===== config.mk =====
export PLATFORM = sky130hd
export DESIGN_NAME = pd_phy_caps_header_rxdetect_regs
export DESIGN_NICKNAME = d
export VERILOG_FILES = /design/src/pkg/pd_phy_regs_pkg.sv /design/src/rtl/pd_phy_caps_header_rxdetect_regs.sv /design/src/rtl/rx_kind_filter.sv
export SDC_FILE = /design/constraint.sdc
export NUM_CORES = 1
export LEC_CHECK = 0
export BUFFER_PORTS_ARGS = -buffer_cell sky130_fd_sc_hd__buf_2
export CORE_MARGIN = 3
export CORE_UTILIZATION = 54
export DETAILED_ROUTE_END_ITERATION = 16
export GPL_ROUTABILITY_DRIVEN = 0
export PLACE_DENSITY = 0.83
export SYNTH_ARGS = -nofsm -noshare
export SYNTH_HDL_FRONTEND = slang
export SYNTH_SLANG_ARGS = --single-unit

===== constraint.sdc =====
create_clock -name clk_i -period 2.2 [get_ports clk_i]
set_input_delay 0.22 -clock clk_i [delete_from_list [all_inputs] [get_ports clk_i]]
set_output_delay 0.22 -clock clk_i [all_outputs]
set_load 0.02 [all_outputs]

===== src/pkg/pd_phy_regs_pkg.sv =====
// constants and types for the capability, header and receive-detect registers
package pd_phy_regs_pkg;
	localparam logic [7:0] ADDR_EXT_CAP_UPPER = 8'h27;
	localparam logic [7:0] ADDR_INPUT_CAP     = 8'h28;
	localparam logic [7:0] ADDR_OUTPUT_CAP    = 8'h29;
	localparam logic [7:0] ADDR_MSG_HDR_CFG   = 8'h2e;
	localparam logic [7:0] ADDR_RX_KIND_EN    = 8'h2f;

	localparam logic [7:0] RST_EXT_CAP_UPPER = 8'h00;
	localparam logic [7:0] RST_INPUT_CAP     = 8'h00;
	localparam logic [7:0] RST_OUTPUT_CAP    = 8'h00;
	localparam logic [7:0] RST_MSG_HDR_CFG   = 8'h02;
	localparam logic [7:0] RST_RX_KIND_EN    = 8'h00;
	localparam logic [7:0] RX_KIND_EN_MASK   = 8'h7f;

	localparam int HDR_POWER_ROLE_BIT = 0;
	localparam int HDR_REV_LSB        = 1;
	localparam int HDR_DATA_ROLE_BIT  = 3;
	localparam int HDR_CABLE_PLUG_BIT = 4;

	localparam int EN_PLAIN_BIT        = 0;
	localparam int EN_SINGLE_BIT       = 1;
	localparam int EN_DOUBLE_BIT       = 2;
	localparam int EN_DBG_SINGLE_BIT   = 3;
	localparam int EN_DBG_DOUBLE_BIT   = 4;
	localparam int EN_HARD_RESET_BIT   = 5;
	localparam int EN_CABLE_RESET_BIT  = 6;

	localparam logic [1:0] REV_1_0 = 2'h0;
	localparam logic [1:0] REV_2_0 = 2'h1;
	localparam logic [1:0] REV_3_0 = 2'h2;

	// kind codes as the receiver front end reports them
	localparam logic [2:0] KIND_PLAIN       = 3'h0;
	localparam logic [2:0] KIND_SINGLE      = 3'h1;
	localparam logic [2:0] KIND_DOUBLE      = 3'h2;
	localparam logic [2:0] KIND_DBG_SINGLE  = 3'h3;
	localparam logic [2:0] KIND_DBG_DOUBLE  = 3'h4;
	localparam logic [2:0] KIND_HARD_RESET  = 3'h5;
	localparam logic [2:0] KIND_CABLE_RESET = 3'h6;

	typedef struct packed {
		logic       cable_plug;
		logic       data_role;
		logic [1:0] revision;
		logic       power_role;
	} header_fields_s;

	typedef struct packed {
		logic       valid;
		logic [2:0] kind;
	} frame_event_s;

	// true when the receive-detect bits accept this frame kind
	function automatic logic kind_enabled(input logic [7:0] en,
			input logic [2:0] kind);
		logic r;
		r = 1'b0;
		case (kind)
			KIND_PLAIN:       r = en[EN_PLAIN_BIT];
			KIND_SINGLE:      r = en[EN_SINGLE_BIT];
			KIND_DOUBLE:      r = en[EN_DOUBLE_BIT];
			KIND_DBG_SINGLE:  r = en[EN_DBG_SINGLE_BIT];
			KIND_DBG_DOUBLE:  r = en[EN_DBG_DOUBLE_BIT];
			KIND_HARD_RESET:  r = en[EN_HARD_RESET_BIT];
			KIND_CABLE_RESET: r = en[EN_CABLE_RESET_BIT];
			default:          r = 1'b0;
		endcase
		return r;
	endfunction
endpackage


===== src/rtl/pd_phy_caps_header_rxdetect_regs.sv =====
// capability, message header and receive-detect register bank
`timescale 1ns/1ps
module pd_phy_caps_header_rxdetect_regs
	import pd_phy_regs_pkg::*;
(
	input  wire logic         clk_i,
	input  wire logic         rst_i,
	input  wire logic [7:0]   reg_addr_i,
	input  wire logic         reg_wr_i,
	input  wire logic         reg_rd_i,
	input  wire logic [7:0]   reg_wdata_i,
	output logic [7:0]        reg_rdata_o,
	output logic              reg_hit_o,
	input  wire frame_event_s rx_frame_i,
	input  wire logic         disconnect_i,
	output frame_event_s      rx_accepted_o,
	output logic              hard_reset_seen_o,
	output header_fields_s    header_o,
	output logic [7:0]        rx_kind_enable_o,
	output logic              rev3_features_o
);
	logic [7:0] message_header_config_ff;
	logic [7:0] receive_kind_enable_ff;
	logic       hard_reset_det;
	logic [7:0] nxt_rdata;
	logic       nxt_hit;

	rx_kind_filter u_filter (
		.clk_i        (clk_i),
		.rst_i        (rst_i),
		.enable_i     (receive_kind_enable_ff),
		.frame_i      (rx_frame_i),
		.accepted_o   (rx_accepted_o),
		.hard_reset_o (hard_reset_det)
	);

	// the whole byte is writable, reserved bits included
	always_ff @(posedge clk_i or posedge rst_i) begin
		if (rst_i) begin
			message_header_config_ff <= RST_MSG_HDR_CFG;
		end else if (reg_wr_i && reg_addr_i == ADDR_MSG_HDR_CFG) begin
			message_header_config_ff <= reg_wdata_i;
		end
	end

	// hard reset wins over a same-cycle write; disconnect has no effect here
	always_ff @(posedge clk_i or posedge rst_i) begin
		if (rst_i) begin
			receive_kind_enable_ff <= RST_RX_KIND_EN;
		end else if (hard_reset_det) begin
			receive_kind_enable_ff <= RST_RX_KIND_EN;
		end else if (reg_wr_i && reg_addr_i == ADDR_RX_KIND_EN) begin
			receive_kind_enable_ff <= reg_wdata_i & RX_KIND_EN_MASK;
		end
	end

	always_comb begin
		nxt_rdata = 8'h00;
		nxt_hit = 1'b1;
		case (reg_addr_i)
			ADDR_EXT_CAP_UPPER: nxt_rdata = RST_EXT_CAP_UPPER;
			ADDR_INPUT_CAP:     nxt_rdata = RST_INPUT_CAP;
			ADDR_OUTPUT_CAP:    nxt_rdata = RST_OUTPUT_CAP;
			ADDR_MSG_HDR_CFG:   nxt_rdata = message_header_config_ff;
			ADDR_RX_KIND_EN:    nxt_rdata = receive_kind_enable_ff;
			default:            nxt_hit = 1'b0;
		endcase
	end

	always_ff @(posedge clk_i or posedge rst_i) begin
		if (rst_i) begin
			reg_rdata_o <= 8'h00;
			reg_hit_o   <= 1'b0;
		end else if (reg_rd_i) begin
			reg_rdata_o <= nxt_rdata;
			reg_hit_o   <= nxt_hit;
		end
	end

	always_ff @(posedge clk_i or posedge rst_i) begin
		if (rst_i) begin
			header_o          <= '0;
			rx_kind_enable_o  <= 8'h00;
			hard_reset_seen_o <= 1'b0;
			rev3_features_o   <= 1'b0;
		end else begin
			header_o.cable_plug <= message_header_config_ff[HDR_CABLE_PLUG_BIT];
			header_o.data_role  <= message_header_config_ff[HDR_DATA_ROLE_BIT];
			header_o.revision   <=
				message_header_config_ff[HDR_REV_LSB +: 2];
			header_o.power_role <= message_header_config_ff[HDR_POWER_ROLE_BIT];
			rx_kind_enable_o  <= receive_kind_enable_ff;
			hard_reset_seen_o <= hard_reset_det;
			rev3_features_o   <= 1'b1;
		end
	end

	property p_hdr_reset;
		@(posedge clk_i) $fell(rst_i) |-> message_header_config_ff == 8'h02;
	endproperty
	a_hdr_reset: assert property (p_hdr_reset) else $error("hdr reset");

	property p_hdr_write;
		@(posedge clk_i) disable iff (rst_i)
		reg_wr_i && reg_addr_i == ADDR_MSG_HDR_CFG
		|=> message_header_config_ff == $past(reg_wdata_i);
	endproperty
	a_hdr_write: assert property (p_hdr_write) else $error("hdr write");

	property p_hr_clear;
		@(posedge clk_i) disable iff (rst_i)
		rx_frame_i.valid && rx_frame_i.kind == KIND_HARD_RESET
		&& receive_kind_enable_ff[EN_HARD_RESET_BIT]
		|=> ##1 receive_kind_enable_ff == 8'h00;
	endproperty
	a_hr_clear: assert property (p_hr_clear) else $error("no clear");

	property p_disc_keep;
		@(posedge clk_i) disable iff (rst_i)
		disconnect_i && !reg_wr_i && !hard_reset_det
		|=> $stable(receive_kind_enable_ff);
	endproperty
	a_disc_keep: assert property (p_disc_keep) else $error("disc change");

	property p_caps_zero;
		@(posedge clk_i) disable iff (rst_i)
		reg_rd_i && (reg_addr_i == ADDR_INPUT_CAP
		|| reg_addr_i == ADDR_OUTPUT_CAP || reg_addr_i == ADDR_EXT_CAP_UPPER)
		|=> reg_rdata_o == 8'h00 && reg_hit_o;
	endproperty
	a_caps_zero: assert property (p_caps_zero) else $error("caps");

	property p_drop;
		@(posedge clk_i) disable iff (rst_i)
		rx_frame_i.valid && !kind_enabled(receive_kind_enable_ff,
			rx_frame_i.kind) |=> !rx_accepted_o.valid;
	endproperty
	a_drop: assert property (p_drop) else $error("frame leak");

	property p_pass;
		@(posedge clk_i) disable iff (rst_i)
		rx_frame_i.valid && kind_enabled(receive_kind_enable_ff,
			rx_frame_i.kind) |=> rx_accepted_o.valid;
	endproperty
	a_pass: assert property (p_pass) else $error("frame lost");

	property p_bit7;
		@(posedge clk_i) disable iff (rst_i) !receive_kind_enable_ff[7];
	endproperty
	a_bit7: assert property (p_bit7) else $error("bit7 set");

	property p_en_reset;
		@(posedge clk_i)
		$fell(rst_i) |-> receive_kind_enable_ff == RST_RX_KIND_EN;
	endproperty
	a_en_reset: assert property (p_en_reset) else $error("en reset");

	property p_rev_reset;
		@(posedge clk_i)
		$fell(rst_i)
		|-> message_header_config_ff[HDR_REV_LSB +: 2] == REV_2_0;
	endproperty
	a_rev_reset: assert property (p_rev_reset) else $error("rev");

	property p_en_wr;
		@(posedge clk_i) disable iff (rst_i)
		reg_wr_i && reg_addr_i == ADDR_RX_KIND_EN && !hard_reset_det
		|=> receive_kind_enable_ff
			== ($past(reg_wdata_i) & RX_KIND_EN_MASK);
	endproperty
	a_en_wr: assert property (p_en_wr) else $error("en write");

	property p_hr_wins;
		@(posedge clk_i) disable iff (rst_i)
		hard_reset_det |=> receive_kind_enable_ff == RST_RX_KIND_EN;
	endproperty
	a_hr_wins: assert property (p_hr_wins) else $error("hr clear");

	// only hardware clear and a host write may move the enables
	property p_en_hold;
		@(posedge clk_i) disable iff (rst_i)
		!hard_reset_det
		&& !(reg_wr_i && reg_addr_i == ADDR_RX_KIND_EN)
		|=> $stable(receive_kind_enable_ff);
	endproperty
	a_en_hold: assert property (p_en_hold) else $error("en moved");

	property p_hdr_hold;
		@(posedge clk_i) disable iff (rst_i)
		!(reg_wr_i && reg_addr_i == ADDR_MSG_HDR_CFG)
		|=> $stable(message_header_config_ff);
	endproperty
	a_hdr_hold: assert property (p_hdr_hold) else $error("hdr moved");

	property p_rd_hdr;
		@(posedge clk_i) disable iff (rst_i)
		reg_rd_i && reg_addr_i == ADDR_MSG_HDR_CFG
		|=> reg_rdata_o == $past(message_header_config_ff)
			&& reg_hit_o;
	endproperty
	a_rd_hdr: assert property (p_rd_hdr) else $error("hdr read");

	property p_rd_en;
		@(posedge clk_i) disable iff (rst_i)
		reg_rd_i && reg_addr_i == ADDR_RX_KIND_EN
		|=> reg_rdata_o == $past(receive_kind_enable_ff)
			&& reg_hit_o;
	endproperty
	a_rd_en: assert property (p_rd_en) else $error("en read");

	property p_hdr_plug;
		@(posedge clk_i) disable iff (rst_i)
		!$past(rst_i) |-> header_o.cable_plug
			== $past(message_header_config_ff[HDR_CABLE_PLUG_BIT]);
	endproperty
	a_hdr_plug: assert property (p_hdr_plug) else $error("plug");

	property p_hdr_data;
		@(posedge clk_i) disable iff (rst_i)
		!$past(rst_i) |-> header_o.data_role
			== $past(message_header_config_ff[HDR_DATA_ROLE_BIT]);
	endproperty
	a_hdr_data: assert property (p_hdr_data) else $error("data");

	property p_hdr_rev;
		@(posedge clk_i) disable iff (rst_i)
		!$past(rst_i) |-> header_o.revision
			== $past(message_header_config_ff[HDR_REV_LSB +: 2]);
	endproperty
	a_hdr_rev: assert property (p_hdr_rev) else $error("revision");

	property p_hdr_power;
		@(posedge clk_i) disable iff (rst_i)
		!$past(rst_i) |-> header_o.power_role
			== $past(message_header_config_ff[HDR_POWER_ROLE_BIT]);
	endproperty
	a_hdr_power: assert property (p_hdr_power) else $error("power");

	property p_en_copy;
		@(posedge clk_i) disable iff (rst_i)
		!$past(rst_i)
		|-> rx_kind_enable_o == $past(receive_kind_enable_ff);
	endproperty
	a_en_copy: assert property (p_en_copy) else $error("en copy");

	property p_hr_seen;
		@(posedge clk_i) disable iff (rst_i)
		!$past(rst_i)
		|-> hard_reset_seen_o == $past(hard_reset_det);
	endproperty
	a_hr_seen: assert property (p_hr_seen) else $error("hr seen");

	property p_rev3;
		@(posedge clk_i) disable iff (rst_i)
		!$past(rst_i) |-> rev3_features_o;
	endproperty
	a_rev3: assert property (p_rev3) else $error("rev3");

	property p_kind_copy;
		@(posedge clk_i) disable iff (rst_i)
		rx_frame_i.valid
		|=> rx_accepted_o.kind == $past(rx_frame_i.kind);
	endproperty
	a_kind_copy: assert property (p_kind_copy) else $error("kind");

	property p_hr_on;
		@(posedge clk_i) disable iff (rst_i)
		rx_frame_i.valid && rx_frame_i.kind == KIND_HARD_RESET
		&& receive_kind_enable_ff[EN_HARD_RESET_BIT]
		|=> hard_reset_det;
	endproperty
	a_hr_on: assert property (p_hr_on) else $error("hr missed");

	// a disabled hard reset must not wipe the enables
	property p_hr_off;
		@(posedge clk_i) disable iff (rst_i)
		rx_frame_i.valid && rx_frame_i.kind == KIND_HARD_RESET
		&& !receive_kind_enable_ff[EN_HARD_RESET_BIT]
		|=> !hard_reset_det;
	endproperty
	a_hr_off: assert property (p_hr_off) else $error("hr taken");

	property p_cr_keep;
		@(posedge clk_i) disable iff (rst_i)
		rx_frame_i.valid && rx_frame_i.kind == KIND_CABLE_RESET
		|=> !hard_reset_det;
	endproperty
	a_cr_keep: assert property (p_cr_keep) else $error("cable clr");

	// gates checked bit by bit, independent of the shared decode function
	property p_dbg2_gate;
		@(posedge clk_i) disable iff (rst_i)
		rx_frame_i.valid && rx_frame_i.kind == KIND_DBG_DOUBLE
		|=> rx_accepted_o.valid
			== $past(receive_kind_enable_ff[EN_DBG_DOUBLE_BIT]);
	endproperty
	a_dbg2_gate: assert property (p_dbg2_gate) else $error("dbg2");

	property p_dbg1_gate;
		@(posedge clk_i) disable iff (rst_i)
		rx_frame_i.valid && rx_frame_i.kind == KIND_DBG_SINGLE
		|=> rx_accepted_o.valid
			== $past(receive_kind_enable_ff[EN_DBG_SINGLE_BIT]);
	endproperty
	a_dbg1_gate: assert property (p_dbg1_gate) else $error("dbg1");

	property p_plain_gate;
		@(posedge clk_i) disable iff (rst_i)
		rx_frame_i.valid && rx_frame_i.kind == KIND_PLAIN
		|=> rx_accepted_o.valid
			== $past(receive_kind_enable_ff[EN_PLAIN_BIT]);
	endproperty
	a_plain_gate: assert property (p_plain_gate) else $error("plain");

	property p_cable_gate;
		@(posedge clk_i) disable iff (rst_i)
		rx_frame_i.valid && rx_frame_i.kind == KIND_CABLE_RESET
		|=> rx_accepted_o.valid
			== $past(receive_kind_enable_ff[EN_CABLE_RESET_BIT]);
	endproperty
	a_cable_gate: assert property (p_cable_gate) else $error("cable");
endmodule


===== src/rtl/rx_kind_filter.sv =====
// gate that passes only enabled frame kinds to the receive path
`timescale 1ns/1ps
module rx_kind_filter
	import pd_phy_regs_pkg::*;
(
	input  wire logic         clk_i,
	input  wire logic         rst_i,
	input  wire logic [7:0]   enable_i,
	input  wire frame_event_s frame_i,
	output frame_event_s      accepted_o,
	output logic              hard_reset_o
);
	always_ff @(posedge clk_i or posedge rst_i) begin
		if (rst_i) begin
			accepted_o <= '0;
		end else begin
			accepted_o.valid <= frame_i.valid
				&& kind_enabled(enable_i, frame_i.kind);
			accepted_o.kind  <= frame_i.kind;
		end
	end

	always_ff @(posedge clk_i or posedge rst_i) begin
		if (rst_i) begin
			hard_reset_o <= 1'b0;
		end else begin
			hard_reset_o <= frame_i.valid && frame_i.kind == KIND_HARD_RESET
				&& enable_i[EN_HARD_RESET_BIT];
		end
	end
endmodule


### After elaboration in Yosys (flattened, before gate mapping)

Cells that the tools add are included.

| storage, ports and cells | value |
|---|---|
| output and inout bits | 28 |
| bits in registers | 45 |
| word-level logic and storage cells | 38 |
| bits of input ports | 25 |

| cells by class | value |
|---|---|
| reductions and logical operators | 8 |
| eq/ne operators | 11 |
| multiplexer cells | 5 |

Operators with widths:

| operator | number |
|---|---|
| == test 8 x 6 -> 1 bit, second input constant | 5 |
| two-way mux 8 bit | 2 |
| case mux 8 bit (2 select lines) | 1 |
| == test 3 bit, second input constant | 3 |
| case mux 1 bit (7 select lines) | 1 |
| == test 3 x 2 -> 1 bit, second input constant | 2 |
| logical AND 1 bit | 5 |
| OR reduction 5 bit | 1 |
| == test 3 x 1 -> 1 bit, second input constant | 1 |
| logical NOT 3 bit | 1 |
| nonzero test 2 bit | 1 |
| two-way mux 1 bit | 1 |

### Logic depth before layout (Yosys ltp)

| logic depth | value |
|---|---|
| depth after elaboration | 4 |
| mapped depth | 4 |
| depth with buffers taken out | 3 |

### By module

Synthesis repeated with hierarchy kept, for this count alone.

| unflattened totals | value |
|---|---|
| cells, all modules | 132 |
| area, all modules | 1736.7 um^2 |

Modules (own cells, without submodules):

| module | area an instance (um^2) | cells an instance | instances | seq. area each (um^2) |
|---|---|---|---|---|
| pd_phy_caps_header_rxdetect_regs | 1537.7 | 118 | 1 | 952.2 |
| rx_kind_filter | 198.9 | 14 | 1 | 125.1 |

### Worst setup path after synthesis

OpenSTA, ideal clock, no wires.

| timing | value |
|---|---|
| path type | input -> register |
| from | in reg_addr_i[4] |
| to | reg message_header_config_ff[0] |
| library setup time | 0.125 ns |
| data required time | 2.075 ns |
| slack | 0.867 ns |
| stages on the path | 4 |
| path buffers | 1 |
| arrival time | 1.208 ns |
| cell sequence | nor4b_4 and4b_1 buf_6 mux2_2 |

| on the way | value |
|---|---|
| longest elaborated chain between the ends | 2 |

RTL lines:

| element | line | RTL |
|---|---|---|
| start, declared | pd_phy_caps_header_rxdetect_regs.sv:8 | `input wire logic [7:0] reg_addr_i,` |
| == test 8 x 6 -> 1 bit | pd_phy_caps_header_rxdetect_regs.sv:41 | `end else if (reg_wr_i && reg_addr_i == ADDR_MSG_HDR_CFG) begin` |
| logical AND 1 bit | pd_phy_caps_header_rxdetect_regs.sv:41 |  |
| end signal, assigned | pd_phy_caps_header_rxdetect_regs.sv:42 | `message_header_config_ff <= reg_wdata_i;` |
| end, declared | pd_phy_caps_header_rxdetect_regs.sv:22 | `logic [7:0] message_header_config_ff;` |

No other way between the ends.
A chain may end at the register's enable or synchronous reset.

### Worst setup path in the final report

| timing | value |
|---|---|
| from | in reg_addr_i[4] |
| to | reg message_header_config_ff[7] |

Same word-level chain as after synthesis.

==> out/summary.txt <==
CP Max Fanout: 8
Arrival time worst endpoint: 1580 ps
Total Routing Usage GR: 18.14%
Vias: 1150
Critical Path RT: 2450 ps
Final Cycle Share: 60.86%
Post-synth ARST share: 100.0%
Slowest stage delay, CP: 510 ps
Final setup fails: 0
Post-synth top area cell: dfrtp_1
Layout Nets: 208
Max Freq: 746.9 MHz
RSZ-0062 raised after global routing: false
Most frequent cell after synthesis: dfrtp_1
Max_cap viols: 0
Die width: 62.53 um
Primary FF master, synth: dfrtp_1
Slew Viols, Final: 0
Worst path buffer plus inverter count: 1
Layout Skew: 4.212 ps
Placed Area: 1993 um2
Vias in the first global route: 1203
Clock latency on the worst-skew pair: 350 ps
Die area: 3909 um2
DRT Wirelength: 3230 um
Num rows: 19
Top cell family by delay on the critical path: simple AND/OR/NAND/NOR gates
I/O pin count: 53
Slowest cell on the critical path: and4b_1
Seq cells post-synth: 43
Final-report hold violation count: 0
Clock-pin slew on the worst setup and hold paths: 110 ps
Final setup TNS: 0 ps
Comb pwr share: 17.0%
Initial DRC Count: 34
Worst setup SP type: input port
Clock share of power: 25.7%
Library cells used by synthesis: 24
Top area cells in the synthesized netlist: dfrtp_1 (61%), mux2_2 (10%), nand2b_1 (5.1%)
Mapped Nets: 155
Syn_area_per_cell: 13.27 um2
Outcome: finished clean
Post-CTS Repair Setup Buffers: 0
First-pass GRT wire length: 5526 um
P_sw: 0.4542 mW
P_int: 1.190 mW
Switching Share: 27.63%
Share of cells above drive strength 1: 42.39%
R2R Setup Slk: 970 ps
Post-synth EDFFs: 0
DR DRC count: 0
Diodes inserted: 0
Worst VDD drop: 437.4 uV
Core area: 2900 um2
Hold Crit Class: in -> reg
Setup WS post-layout: 861.1 ps
Mapped Area: 1725 um2
Fraction of the yosys area taken by sequential cells: 62.44%
P per Cell Area: 789.7 nW/um2
Slew @ Worst Pin: 513.9 ps
PortBufs: 50
Top-area cell type share of the netlist area: 60.91%
Starting Density: 59.49%
Routed length per instance: 14.29 um
CTS root buffer: clkbuf_4
Setup WS pre-CTS: 478.8 ps
CTS Buffer Depth: 2
Area growth syn-to-layout: 20.67%
Rel. slew slack: 65.74%
Critical path type: in -> reg
Global route total overflow: 0
Via/cell ratio: 5.088
Nature of the critical path endpoint: register
TritonCTS Buffers: 5
Register share of total power: 57.2%
H-tree depth: 2
Placed wire-length estimate: 2414 um
Initial antenna violation count: 0
Cells after synthesis: 130
Die Height: 62.53 um
Min cycle time layout: 1339 ps
Pleak: 1.079 nW
Router iterations before antenna repair: 4
Antenna viol nets, final: 0
TritonCTS clock tree: done
Post-route cell area: 2082 um2
Clk sinks: 43
Largest net degree at the start of global routing: 44
Synth warn: 0
List of most frequent post-synthesis cells: dfrtp_1 (42), mux2_2 (16), nand2b_1 (14)
Cells along the critical path: buf_2 > nor4b_4 > and4b_1 > mux2_2
## state kept, by name, indices dropped and copies added (netlist names)
signal / flops
message_header_config_ff: 8
reg_rdata_o: 8
receive_kind_enable_ff: 7
rx_kind_enable_o: 7
header_o: 5
u_filter.accepted_o: 4
hard_reset_seen_o: 1
reg_hit_o: 1
rev3_features_o: 1
u_filter.hard_reset_o: 1
## metrics by stage
| stage | total power, mW | utilization (%) | instances | hold slack (ps) |
|---|---|---|---|---|
| after floorplan | 1.121 | - | 130 | 251.4 |
| after global placement | 1.224 | 68.72 | 216 | 364.3 |
| after detailed placement | 1.238 | 68.72 | 216 | 373.4 |
| after CTS | 1.652 | 71.44 | 225 | 10.81 |
| after global routing | 1.727 | 71.79 | 226 | 17.55 |
| final | 1.644 | 71.79 | 226 | 11.59 |
## repair_timing
action	4_1_cts	5_1_grt
hold buffers	1	1
endpoints found under the hold margin	32	1
setup endpoints to repair	0	0
gates resized for setup	0	0
## cells in the final DEF, fill, tap and decap left out
master / count
o221ai_1: 1
buf_4: 1
mux2i_1: 8
dfstp_2: 1
nor2_1: 1
nand2_1: 11
dfrtp_1: 42
and4b_1: 2
mux2_2: 16
inv_1: 9
dlygate4sd3_1: 2
a21oi_1: 1
nor3_1: 1
clkbuf_1: 1
clkbuf_4: 5
o211a_1: 2
clkbuf_8: 2
nor4b_4: 1
conb_1: 2
and3_1: 1
nand2b_1: 14
buf_2: 50
and4_2: 1
o22ai_1: 8
mux4_2: 1
## layout make-up
cell class	count	area [um2]
sequential	43	1077
fill	227	818.3
multi-input combinational	71	571.8
timing repair buffer	53	277.8
clock buffer	8	68.82
tap	42	52.55
inverter	9	33.78
## per-layer routing
metal / global-route usage, % / wire [um] / vias to the layer above
met5: 0 / 0 / -
met2: 32.62 / 1706 / 35
met3: 5.036 / 185 / 8
li1: - / - / 545
met1: 20.05 / 1280 / 562
met4: 7.438 / 57 / 0
## power by group through the flow
stage	clock network [mW]	logic, mW	registers (mW)
2_1_floorplan	0	0.121	1.00
3_3_place_gp	0	0.272	0.952
3_5_place_dp	0	0.281	0.957
4_1_cts	0.428	0.283	0.941
5_1_grt	0.468	0.307	0.952
6_report	0.423	0.280	0.940
## cells by family (layout without fill, tap and decap cells)
kind of cell	Yosys count	in the layout	share of synthesized area, %
flops	43	43	62.44
simple gates	32	32	11.46
mux	25	25	16.39
buf+inv	16	70	4.423
compound gates	12	12	4.859
other cells	2	2	0.4353
## final timing paths
| path | cells past startpoint | to | from |
|---|---|---|---|
| setup / recovery | 4 | message_header_config_ff[7] | reg_addr_i[4] |
| hold / removal | 1 | u_filter.accepted_o[2] | rx_frame_i[2] |
| setup reg to reg | 2 | u_filter.accepted_o[3] | receive_kind_enable_ff[4] |
| hold reg to reg | 0 | header_o[2] | message_header_config_ff[2] |
| max in group asynchronous | 4 | message_header_config_ff[1] | rst_i |
| min in group asynchronous | 4 | header_o[0] | rst_i |
Note: power is estimated with default switching activity, not from simulation.
